$ cat src/hdl/dbj_pkg.sv
// Constants, types and settings for the brake, jog and up-down frequency sequencer.
// Assumes a single 250 MHz clock and parameters written over APB.
package dbj_pkg;
	localparam int unsigned CLK_HZ         = 250_000_000;
	// Frequencies in 0.01 Hz, times in 0.1 s, current in 0.1 A
	localparam logic [15:0] BRAKE_START_FREQ_RST = 16'h01F4;
	localparam logic [15:0] BRAKE_WAIT_TIME_RST  = 16'h0001;
	localparam logic [7:0]  BRAKE_LEVEL_RST      = 8'h32;
	localparam logic [15:0] BRAKE_DURATION_RST   = 16'h000A;
	localparam logic [7:0]  START_BRAKE_LVL_RST  = 8'h32;
	localparam logic [15:0] START_BRAKE_DUR_RST  = 16'h0000;
	localparam logic [15:0] JOG_FREQ_RST         = 16'h03E8;
	localparam logic [15:0] MAX_FREQ_RST         = 16'h1770;
	localparam logic [15:0] START_FREQ_RST       = 16'h0032;
	localparam logic [15:0] MOTOR_CURRENT_RST    = 16'h0107;
	localparam logic [15:0] MOTOR_CURRENT_MIN    = 16'h0005;
	localparam logic [15:0] MOTOR_CURRENT_MAX    = 16'h01F4;
	localparam logic [7:0]  LEVEL_MAX            = 8'hC8;
	localparam logic [1:0]  STOP_MODE_BRAKE      = 2'h1;
	localparam logic [3:0]  FREQ_METHOD_UPDOWN   = 4'h8;
	// Input function codes
	localparam logic [4:0]  FN_JOG       = 5'h04;
	localparam logic [4:0]  FN_DC_BRAKE  = 5'h0B;
	localparam logic [4:0]  FN_UP        = 5'h0F;
	localparam logic [4:0]  FN_DOWN      = 5'h10;
	localparam logic [4:0]  FN_UD_CLEAR  = 5'h19;
	localparam logic [4:0]  FN_JOG_FWD   = 5'h1A;
	localparam logic [4:0]  FN_JOG_REV   = 5'h1B;
	// Timing: 0.1 s tick, 10 ms debounce, 3 s hold
	localparam int unsigned TICK_MS       = 100;
	localparam int unsigned TICK_CYC      = CLK_HZ / 1000 * TICK_MS;
	localparam int unsigned DEBOUNCE_MS   = 10;
	localparam int unsigned DEBOUNCE_CYC  = CLK_HZ / 1000 * DEBOUNCE_MS;
	localparam int unsigned HOLD_S        = 3;
	localparam logic [5:0]  HOLD_TICKS    = 6'(HOLD_S * 1000 / TICK_MS);
	localparam logic [15:0] RAMP_STEP     = 16'h0001;
	localparam int unsigned RAMP_CYC_DEF  = 25_000;
	// APB register offsets
	localparam logic [7:0] REG_CTRL       = 8'h00;
	localparam logic [7:0] REG_BRAKE_FREQ = 8'h04;
	localparam logic [7:0] REG_BRAKE_WAIT = 8'h08;
	localparam logic [7:0] REG_BRAKE_DUR  = 8'h0C;
	localparam logic [7:0] REG_START_DUR  = 8'h10;
	localparam logic [7:0] REG_LEVELS     = 8'h14;
	localparam logic [7:0] REG_JOG_FREQ   = 8'h18;
	localparam logic [7:0] REG_MAX_FREQ   = 8'h1C;
	localparam logic [7:0] REG_START_FREQ = 8'h20;
	localparam logic [7:0] REG_UD_STEP    = 8'h24;
	localparam logic [7:0] REG_REF_FREQ   = 8'h28;
	localparam logic [7:0] REG_LIMITS     = 8'h2C;
	localparam logic [7:0] REG_FUNC       = 8'h30;
	localparam logic [7:0] REG_MOTOR_CUR  = 8'h34;
	localparam logic [7:0] REG_STATUS     = 8'h38;
	localparam logic [7:0] REG_SAVED      = 8'h3C;
	// CTRL field positions
	localparam int unsigned CTRL_STOP_MODE  = 0;
	localparam int unsigned CTRL_INERTIA    = 2;
	localparam int unsigned CTRL_METHOD     = 4;
	localparam int unsigned CTRL_UD_SAVE    = 8;
	localparam int unsigned CTRL_UD_MODE    = 9;
	localparam int unsigned CTRL_LIMIT_EN   = 11;

	typedef enum logic [2:0] {
		ST_IDLE, ST_START_BRAKE, ST_RUN, ST_DECEL, ST_WAIT, ST_BRAKE, ST_HOLD_BRAKE
	} dbj_state_t;

	typedef struct packed {
		logic [15:0] freq;
		logic        reverse;
		logic        outputOn;
		logic [7:0]  brakeLevel;
		logic        brakeOn;
		logic [1:0]  brakeGain;
	} dbj_drive_t;
endpackage : dbj_pkg

$ cat src/hdl/dbj_sequencer.sv
// Output frequency and DC brake sequencer with jog and up-down setting.
// Assumes APB master on clk_sys and raw terminal pins from switches.
`timescale 1ns/1ns
module dbj_sequencer
	import dbj_pkg::*;
#(
	parameter int unsigned TICK_CYCLES     = TICK_CYC,
	parameter int unsigned DEBOUNCE_CYCLES = DEBOUNCE_CYC,
	parameter int unsigned RAMP_CYCLES     = RAMP_CYC_DEF
) (
	input  wire logic        clk_sys,
	input  wire logic        rst,
	input  wire logic        psel,
	input  wire logic        penable,
	input  wire logic        pwrite,
	input  wire logic [7:0]  paddr,
	input  wire logic [31:0] pwdata,
	output logic      [31:0] prdata,
	output logic             pready,
	output logic             pslverr,
	input  wire logic        forward_run_cmd,
	input  wire logic        reverseRunCmd,
	input  wire logic [7:0]  inputPins,
	output dbj_drive_t       driveCmd
);
	// ----------------------------------------------------------------
	// Registers
	// ----------------------------------------------------------------
	logic [11:0] ctrl_r;
	logic [15:0] brake_start_freq_r, brake_wait_time_r, brake_duration_r;
	logic [15:0] start_brake_duration_r, jog_freq_r, max_freq_r, start_freq_r;
	logic [15:0] updown_step_freq_r, refFreq_r, upperLim_r, lowerLim_r;
	logic [15:0] motor_rated_current_r, updown_saved_freq_r;
	logic [7:0]  brake_level_r, start_brake_level_r;
	logic [39:0] funcSel_r;
	dbj_state_t  state_r;
	logic [15:0] freq_r, target_r, timer_r;

	function automatic logic [15:0] clampFreq(input logic [15:0] f, input logic [15:0] lo,
		input logic [15:0] hi);
		clampFreq = (f < lo) ? lo : ((f > hi) ? hi : f);
	endfunction : clampFreq

	function automatic logic [7:0] clampLvl(input logic [7:0] v);
		clampLvl = (v > LEVEL_MAX) ? LEVEL_MAX : v;
	endfunction : clampLvl

	// ----------------------------------------------------------------
	// APB access
	// ----------------------------------------------------------------
	// Read data loads in the setup cycle so it stands at the access edge
	wire logic        apbWr = psel & penable & pwrite;
	wire logic        apbRd = psel & ~penable & ~pwrite;
	logic             mapped;
	always_comb begin
		mapped = (paddr[1:0] == 2'h0) && (paddr <= REG_SAVED);
	end
	assign pready  = 1'b1;
	assign pslverr = psel & penable & ~mapped;

	always_ff @(posedge clk_sys or posedge rst) begin
		if (rst) begin
			ctrl_r                 <= 12'h000;
			brake_start_freq_r     <= BRAKE_START_FREQ_RST;
			brake_wait_time_r      <= BRAKE_WAIT_TIME_RST;
			brake_duration_r       <= BRAKE_DURATION_RST;
			start_brake_duration_r <= START_BRAKE_DUR_RST;
			brake_level_r          <= BRAKE_LEVEL_RST;
			start_brake_level_r    <= START_BRAKE_LVL_RST;
			jog_freq_r             <= JOG_FREQ_RST;
			max_freq_r             <= MAX_FREQ_RST;
			start_freq_r           <= START_FREQ_RST;
			updown_step_freq_r     <= 16'h0000;
			refFreq_r              <= 16'h0000;
			upperLim_r             <= MAX_FREQ_RST;
			lowerLim_r             <= START_FREQ_RST;
			funcSel_r              <= 40'h0000000000;
			motor_rated_current_r  <= MOTOR_CURRENT_RST;
		end else if (apbWr) begin
			case (paddr)
				REG_CTRL:       ctrl_r <= pwdata[11:0];
				REG_BRAKE_FREQ: brake_start_freq_r <= pwdata[15:0];
				REG_BRAKE_WAIT: brake_wait_time_r <= pwdata[15:0];
				REG_BRAKE_DUR:  brake_duration_r <= pwdata[15:0];
				REG_START_DUR:  start_brake_duration_r <= pwdata[15:0];
				REG_LEVELS: begin
					brake_level_r       <= clampLvl(pwdata[7:0]);
					start_brake_level_r <= clampLvl(pwdata[15:8]);
				end
				REG_JOG_FREQ:   jog_freq_r <= pwdata[15:0];
				REG_MAX_FREQ:   max_freq_r <= pwdata[15:0];
				REG_START_FREQ: start_freq_r <= pwdata[15:0];
				REG_UD_STEP:    updown_step_freq_r <= pwdata[15:0];
				REG_REF_FREQ:   refFreq_r <= pwdata[15:0];
				REG_LIMITS: begin
					lowerLim_r <= pwdata[15:0];
					upperLim_r <= pwdata[31:16];
				end
				REG_FUNC:       funcSel_r[31:0] <= pwdata;
				REG_MOTOR_CUR:  motor_rated_current_r <= clampFreq(pwdata[15:0],
					MOTOR_CURRENT_MIN, MOTOR_CURRENT_MAX);
				REG_STATUS:     funcSel_r[39:32] <= pwdata[7:0];
				default: ;
			endcase
		end
	end

	// ----------------------------------------------------------------
	// Input conditioning
	// ----------------------------------------------------------------
	logic [9:0] pinSync1_r, pinSync2_r, pinDeb_r, pinDebDly_r;
	logic [9:0][21:0] debCnt_r;
	always_ff @(posedge clk_sys or posedge rst) begin
		if (rst) begin
			pinSync1_r  <= 10'h000;
			pinSync2_r  <= 10'h000;
			pinDeb_r    <= 10'h000;
			pinDebDly_r <= 10'h000;
			debCnt_r    <= '0;
		end else begin
			pinSync1_r  <= {reverseRunCmd, forward_run_cmd, inputPins};
			pinSync2_r  <= pinSync1_r;
			pinDebDly_r <= pinDeb_r;
			for (int i = 0; i < 10; i++) begin
				if (pinSync2_r[i] == pinDeb_r[i]) begin
					debCnt_r[i] <= 22'h000000;
				end else if (debCnt_r[i] >= 22'(DEBOUNCE_CYCLES - 1)) begin
					debCnt_r[i] <= 22'h000000;
					pinDeb_r[i] <= pinSync2_r[i];
				end else begin
					debCnt_r[i] <= debCnt_r[i] + 22'h000001;
				end
			end
		end
	end

	// ----------------------------------------------------------------
	// Terminal function decode
	// ----------------------------------------------------------------
	logic fJog, fBrake, fUp, fDown, fClr, fJogF, fJogR, defUp, defDown, upRise, dnRise;
	logic upFall, dnFall;
	always_comb begin
		logic [4:0] fn;
		fn = 5'h00;
		{fJog, fBrake, fUp, fDown, fClr, fJogF, fJogR, defUp, defDown} = '0;
		{upRise, dnRise, upFall, dnFall} = '0;
		for (int i = 0; i < 8; i++) begin
			fn = funcSel_r[i*5 +: 5];
			fJog   |= (fn == FN_JOG) & pinDeb_r[i];
			fBrake |= (fn == FN_DC_BRAKE) & pinDeb_r[i];
			fUp    |= (fn == FN_UP) & pinDeb_r[i];
			fDown  |= (fn == FN_DOWN) & pinDeb_r[i];
			fClr   |= (fn == FN_UD_CLEAR) & pinDeb_r[i];
			fJogF  |= (fn == FN_JOG_FWD) & pinDeb_r[i];
			fJogR  |= (fn == FN_JOG_REV) & pinDeb_r[i];
			defUp   |= (fn == FN_UP);
			defDown |= (fn == FN_DOWN);
			upRise |= (fn == FN_UP) & pinDeb_r[i] & ~pinDebDly_r[i];
			dnRise |= (fn == FN_DOWN) & pinDeb_r[i] & ~pinDebDly_r[i];
			upFall |= (fn == FN_UP) & ~pinDeb_r[i] & pinDebDly_r[i];
			dnFall |= (fn == FN_DOWN) & ~pinDeb_r[i] & pinDebDly_r[i];
		end
	end

	// ----------------------------------------------------------------
	// Timebase and command selection
	// ----------------------------------------------------------------
	logic [27:0] tickCnt_r;
	logic [15:0] rampCnt_r;
	logic        tick, rampEn;
	assign tick   = (tickCnt_r == 28'(TICK_CYCLES - 1));
	assign rampEn = (rampCnt_r == 16'(RAMP_CYCLES - 1));
	always_ff @(posedge clk_sys or posedge rst) begin
		if (rst) begin
			tickCnt_r <= 28'h0000000;
			rampCnt_r <= 16'h0000;
		end else begin
			tickCnt_r <= tick ? 28'h0000000 : tickCnt_r + 28'h0000001;
			rampCnt_r <= rampEn ? 16'h0000 : rampCnt_r + 16'h0001;
		end
	end

	wire logic [1:0] stopMode  = ctrl_r[CTRL_STOP_MODE +: 2];
	wire logic [1:0] inertia   = ctrl_r[CTRL_INERTIA +: 2];
	wire logic [3:0] method    = ctrl_r[CTRL_METHOD +: 4];
	wire logic       udSave    = ctrl_r[CTRL_UD_SAVE];
	wire logic [1:0] udMode    = ctrl_r[CTRL_UD_MODE +: 2];
	wire logic       limEn     = ctrl_r[CTRL_LIMIT_EN];
	wire logic       udActive  = (method == FREQ_METHOD_UPDOWN);
	wire logic       jogAny    = fJog | fJogF | fJogR;
	wire logic       runCmd    = pinDeb_r[8] | pinDeb_r[9] | fJogF | fJogR;
	wire logic [15:0] hiLim    = limEn ? upperLim_r : max_freq_r;
	wire logic [15:0] loLim    = limEn ? lowerLim_r : start_freq_r;
	wire logic [15:0] jogEff   = clampFreq(jog_freq_r, start_freq_r, max_freq_r);
	wire logic       stopBrakeOn  = (brake_level_r != 8'h00) && (brake_duration_r != 16'h0000);
	wire logic       startBrakeOn = (start_brake_level_r != 8'h00)
		&& (start_brake_duration_r != 16'h0000);

	// ----------------------------------------------------------------
	// Up-down setpoint
	// ----------------------------------------------------------------
	logic [15:0] udFreq_r;
	logic [5:0]  holdCnt_r;
	logic        stepBusy_r;
	wire logic   contMode = (udMode == 2'h0) || ((udMode == 2'h2) && (holdCnt_r >= HOLD_TICKS));
	always_ff @(posedge clk_sys or posedge rst) begin
		if (rst) begin
			udFreq_r   <= 16'h0000;
			holdCnt_r  <= 6'h00;
			stepBusy_r <= 1'b0;
		end else begin
			if (!(fUp | fDown)) begin
				holdCnt_r <= 6'h00;
			end else if (tick && holdCnt_r < HOLD_TICKS) begin
				holdCnt_r <= holdCnt_r + 6'h01;
			end
			if (stepBusy_r && (freq_r == udFreq_r || jogAny
				|| state_r != ST_RUN)) begin
				stepBusy_r <= 1'b0;
			end
			if (!udActive) begin
				udFreq_r <= updown_saved_freq_r;
			end else if (contMode) begin
				if (fUp && rampEn && udFreq_r < hiLim) begin
					udFreq_r <= udFreq_r + RAMP_STEP;
				end else if (fDown && rampEn && udFreq_r > loLim) begin
					udFreq_r <= udFreq_r - RAMP_STEP;
				end
			end else if ((upRise | dnRise) && !stepBusy_r) begin
				stepBusy_r <= 1'b1;
				if (upRise) begin
					udFreq_r <= clampFreq(16'(udFreq_r + updown_step_freq_r), loLim, hiLim);
				end else begin
					udFreq_r <= (udFreq_r > 16'(loLim + updown_step_freq_r))
						? 16'(udFreq_r - updown_step_freq_r) : loLim;
				end
			end
		end
	end

	// ----------------------------------------------------------------
	// Saved frequency
	// ----------------------------------------------------------------
	wire logic stopping = (state_r == ST_RUN) && !runCmd;
	always_ff @(posedge clk_sys or posedge rst) begin
		if (rst) begin
			updown_saved_freq_r <= 16'h0000;
		end else if (udActive && udSave) begin
			if (fClr && !(fUp | fDown)) begin
				updown_saved_freq_r <= 16'h0000;
			end else if (udMode == 2'h1 && (upFall | dnFall)) begin
				updown_saved_freq_r <= udFreq_r;
			end else if (udMode != 2'h1 && stopping) begin
				updown_saved_freq_r <= freq_r;
			end else if (udMode == 2'h1 && stopping && !(defUp | defDown)) begin
				updown_saved_freq_r <= updown_saved_freq_r;
			end
		end
	end

	// ----------------------------------------------------------------
	// Sequencer
	// ----------------------------------------------------------------
	always_comb begin
		if (jogAny) begin
			target_r = jogEff;
		end else if (udActive) begin
			target_r = udFreq_r;
		end else begin
			target_r = clampFreq(refFreq_r, loLim, hiLim);
		end
	end

	always_ff @(posedge clk_sys or posedge rst) begin
		if (rst) begin
			state_r <= ST_IDLE;
			freq_r  <= 16'h0000;
			timer_r <= 16'h0000;
		end else begin
			if (tick && timer_r != 16'h0000) begin
				timer_r <= timer_r - 16'h0001;
			end
			case (state_r)
				ST_IDLE: begin
					freq_r <= 16'h0000;
					if (runCmd) begin
						if (startBrakeOn) begin
							state_r <= ST_START_BRAKE;
							timer_r <= start_brake_duration_r;
						end else begin
							state_r <= ST_RUN;
						end
					end else if (fBrake) begin
						state_r <= ST_HOLD_BRAKE;
					end
				end
				ST_START_BRAKE: if (timer_r == 16'h0000) state_r <= ST_RUN;
				ST_RUN: begin
					if (!runCmd) begin
						state_r <= (stopMode == STOP_MODE_BRAKE && stopBrakeOn)
							? ST_DECEL : ST_IDLE;
					end else if (rampEn && freq_r < target_r) begin
						freq_r <= freq_r + RAMP_STEP;
					end else if (rampEn && freq_r > target_r) begin
						freq_r <= freq_r - RAMP_STEP;
					end
				end
				ST_DECEL: begin
					if (freq_r <= brake_start_freq_r) begin
						state_r <= ST_WAIT;
						timer_r <= brake_wait_time_r;
					end else if (rampEn) begin
						freq_r <= freq_r - RAMP_STEP;
					end
				end
				ST_WAIT: if (timer_r == 16'h0000) begin
					state_r <= ST_BRAKE;
					timer_r <= brake_duration_r;
				end
				ST_BRAKE: if (timer_r == 16'h0000) state_r <= ST_IDLE;
				ST_HOLD_BRAKE: if (!fBrake || runCmd) state_r <= ST_IDLE;
				default: state_r <= ST_IDLE;
			endcase
		end
	end

	// ----------------------------------------------------------------
	// Output command register
	// ----------------------------------------------------------------
	always_ff @(posedge clk_sys or posedge rst) begin
		if (rst) begin
			driveCmd <= '0;
		end else begin
			driveCmd.freq      <= (state_r == ST_RUN || state_r == ST_DECEL) ? freq_r : 16'h0000;
			driveCmd.reverse   <= fJogR | (pinDeb_r[9] & ~pinDeb_r[8]);
			driveCmd.outputOn  <= state_r != ST_IDLE && state_r != ST_WAIT;
			driveCmd.brakeOn   <= state_r == ST_BRAKE || state_r == ST_START_BRAKE
				|| state_r == ST_HOLD_BRAKE;
			driveCmd.brakeLevel <= (state_r == ST_BRAKE) ? brake_level_r
				: start_brake_level_r;
			driveCmd.brakeGain <= inertia;
		end
	end

	// ----------------------------------------------------------------
	// Read path
	// ----------------------------------------------------------------
	always_ff @(posedge clk_sys or posedge rst) begin
		if (rst) begin
			prdata <= 32'h00000000;
		end else if (apbRd) begin
			case (paddr)
				REG_CTRL:       prdata <= {20'h00000, ctrl_r};
				REG_BRAKE_FREQ: prdata <= {16'h0000, brake_start_freq_r};
				REG_BRAKE_WAIT: prdata <= {16'h0000, brake_wait_time_r};
				REG_BRAKE_DUR:  prdata <= {16'h0000, brake_duration_r};
				REG_START_DUR:  prdata <= {16'h0000, start_brake_duration_r};
				REG_LEVELS:     prdata <= {16'h0000, start_brake_level_r, brake_level_r};
				REG_JOG_FREQ:   prdata <= {16'h0000, jog_freq_r};
				REG_MAX_FREQ:   prdata <= {16'h0000, max_freq_r};
				REG_START_FREQ: prdata <= {16'h0000, start_freq_r};
				REG_UD_STEP:    prdata <= {16'h0000, updown_step_freq_r};
				REG_REF_FREQ:   prdata <= {16'h0000, refFreq_r};
				REG_LIMITS:     prdata <= {upperLim_r, lowerLim_r};
				REG_FUNC:       prdata <= funcSel_r[31:0];
				REG_MOTOR_CUR:  prdata <= {16'h0000, motor_rated_current_r};
				REG_STATUS:     prdata <= {freq_r, 5'h00, state_r, funcSel_r[39:32]};
				REG_SAVED:      prdata <= {16'h0000, updown_saved_freq_r};
				default:        prdata <= 32'h00000000;
			endcase
		end
	end
endmodule : dbj_sequencer

$ cat config.mk
export PLATFORM = sky130hd
export DESIGN_NAME = dbj_sequencer
export DESIGN_NICKNAME = d
export VERILOG_FILES = /design/src/hdl/dbj_pkg.sv /design/src/hdl/dbj_sequencer.sv
export SDC_FILE = /design/constraint.sdc
export NUM_CORES = 2
export LEC_CHECK = 0
export BUFFER_PORTS_ARGS = -buffer_cell sky130_fd_sc_hd__buf_2
export CORE_MARGIN = 10
export CORE_UTILIZATION = 60
export DETAILED_ROUTE_END_ITERATION = 8
export PLACE_DENSITY_LB_ADDON = 0.05
export SLEW_MARGIN = 20
export SYNTH_ARGS = -nofsm -noshare
export SYNTH_HDL_FRONTEND = slang
export SYNTH_SLANG_ARGS = --single-unit
$ cat constraint.sdc
create_clock -name clk_sys -period 25 [get_ports clk_sys]
set_input_delay 1.25 -clock clk_sys [delete_from_list [all_inputs] [get_ports clk_sys]]
set_output_delay 1.25 -clock clk_sys [all_outputs]
set_load 0.005 [all_outputs]
==> impl_metrics.toml <==
[setup_path]
start_kind = "register"
cp.required_ps = 25470
crit_type = "register to register"
cp_max_fo = 31
r2r_slack_ps = 18530
critPathArrivalTime_ps = 6950
critPathCaptureType = "register"
r2r_cells = 25

[sta]
finalClockSkew_ps = 44.3
period_needed_ps = 6470
report.final.hold_viol_count = 0
worst_slew_pin_slew_ps = 1180
max-slew-margin-rel = 0.209
fmax_ghz = 0.154
finalSetupViolCount = 0
fin_crit_sh = 0.259
drv_slew = 0
tns_ps = 0
grt_setup_unrepaired = "false"

[finish]
drive_above_1_share = 0.147
multi_input_area_mm2 = 0.0225
area_growth_syn_to_layout_pct = 10.2
num-fill-cells = 5520
seq_area_mm2 = 0.0175
final_common_cell = "dfrtp_1"
final_cell_mix = "dfrtp_1, nor2_1, nand2_1"
num-nets-final = 4666

[die]
start_util = 0.604
die-area_mm2 = 0.0798
coreArea_mm2 = 0.0685
num_io_pins = 118
die_w_um = 283
placementRows = 96
die_h_um = 283

[detailed_routing]
ant_nets = 0
viasPerCell = 6.55
drtIter0Drc = 4021
num_vias = 34800
finalWirelength_mm = 138
wire_per_inst_um = 26.0
drc = 0
first_pass_iters = 7

[power_and_ir_drop]
peakVddDrop_uv = 61.6
total_power_uw = 2680
total_leakage_power_uw = 0.0211
p_per_area_mw_per_mm2 = 58.8

[status]
status = "completed"

[clock_tree]
cts_hold_buf = 0
clock_latency_ps = 660
cts_buffers = 79
ctsResizeCount = 0
cts.sinks = 697
clockRootBuffer = "clkbuf_16"
cts_tree = "built"
path_clk_slew_ps = 60
cts_htree_levels = 3
post_cts_buffers = 0
clockBufferDepth = 3

[logic_synthesis]
synth.distinct_cells = 88
syn_inst = 4279
yosysWarnings = 0
synth_edf_count = 0
avgSynthCellArea_um2 = 9.66
ys.flop_type = "dfrtp_1"
syn_nets = 4586
async_flop_share = 1.00
ys_seq_area_frac = 0.423
synth-seq-cells = 697
synth_area_mm2 = 0.0413

[place]
portBuffers = 116
dp_hpwl_mm = 101
place.gp.congestion = 1.06

[global_routing]
grt_overflow = 0
antenna_found_initial = 3
grt_pass1_wl_mm = 207
grtUsageTotal = 0.344
grt_max_degree = 139
grt_pass1_vias = 33500

[job]
cap_violations = 0

[worst_hold_path]
worstHoldPathType = "register to register"
hold_depth = 0
-- metal layers --
layer	global-route usage	vias up	routed length [um]
li1	-	15600	-
met1	0.462	16900	56100
met2	0.508	1786	58800
met3	0.0609	411	12900
met4	0.223	2	10000
met5	0	-	18
-- critical path, cell delays in order (launching register included) --
cell and delay (ps):
dfrtp_2 620, buf_4 440, nand2_1 80, o21ai_0 130, inv_1 180, ha_1 330, a21o_1 160, a21o_1 160
a21oi_1 170, nor2_1 70, nor4_1 190, a21boi_1 100, buf_4 210, or2_2 450, a211oi_1 330, a211oi_1 90
ha_1 300, a21oi_1 150, o221ai_1 130, a211oi_1 320, o21ai_0 200, a2111oi_4 480, or2b_1 510, a31oi_1 90
o31ai_1 260, o31ai_1 110
-- cell type report --
class,count,area share
antenna,3,0.000165
clock buffer,109,0.0499
clock inverter,35,0.00947
inverter,181,0.0151
multi-input combinational,3223,0.494
sequential,697,0.384
tap,882,0.0242
timing repair buffer,177,0.0230
-- kinds of logic after synthesis --
family | synth area share
xor+xnor | 0.0688
buf+inv | 0.0334
flops | 0.423
compound gates | 0.152
other cells | 0.0000907
fa+ha+maj | 0.0770
simple gates | 0.168
mux | 0.0765
-- final timing paths --
kind / from / endpoint
max in group asynchronous: rst / ctrl_r[11]
setup / recovery: ctrl_r[11] / freq_r[15]
hold reg to reg: pinSync1_r[0] / pinSync2_r[0]
setup reg to reg: ctrl_r[11] / freq_r[15]
hold / removal: pinSync1_r[0] / pinSync2_r[0]
min in group asynchronous: rst / rampCnt_r[12]
-- sequential cells by signal (all words and copies together), names as in the netlist, 28 cells and up --
name       flops
funcSel_r     40
prdata        32
debCnt_r     220
tickCnt_r     28
driveCmd      29
-- synthesized netlist by cell type, drive strengths merged (16+ instances only) --
master,n,area (um2)
nor3,82,415
o21ai,161,810
o31a,18,158
a22oi,109,818
and3,61,382
mux2,247,2780
mux2i,38,380
nand4,100,626
nor4,39,287
o31ai,23,173
o21a,44,330
a22o,48,420
nand3,137,686
a21oi,137,686
nor2b,31,194
o211ai,32,240
ha,248,3100
buf,17,98.8
nor2,543,2040
nand2,313,1180
dfstp,45,1180
a222oi,17,170
inv,181,679
a221oi,30,263
dfrtp,652,16300
a21o,54,405
a31oi,30,188
and2,33,206
a2111oi,16,159
o22ai,24,150
a211oi,36,270
nand2b,27,169
xnor2,140,1230
clkbuf,161,604
xor2,185,1620
-- metrics by stage --
stage	instance area [um2]	cells	hold WS, ps	util	setup slack, ps
floorplan	41300	4279	331	-	4280
finish	45600	5307	349	0.666	18530
global route	45600	5305	360	0.665	18110
CTS	45500	5304	350	0.665	18620
detailed placement	42800	5160	336	0.626	18640
global placement	42800	5160	333	0.626	18800
-- report_power, final --
part	internal (uW)	switching [uW]	total [uW]	leakage [uW]
logic	110	197	307	0.0103
clock network	696	500	1200	0.00131
registers	1150	24.7	1170	0.00940
Note: power is estimated with default switching activity, not from simulation.
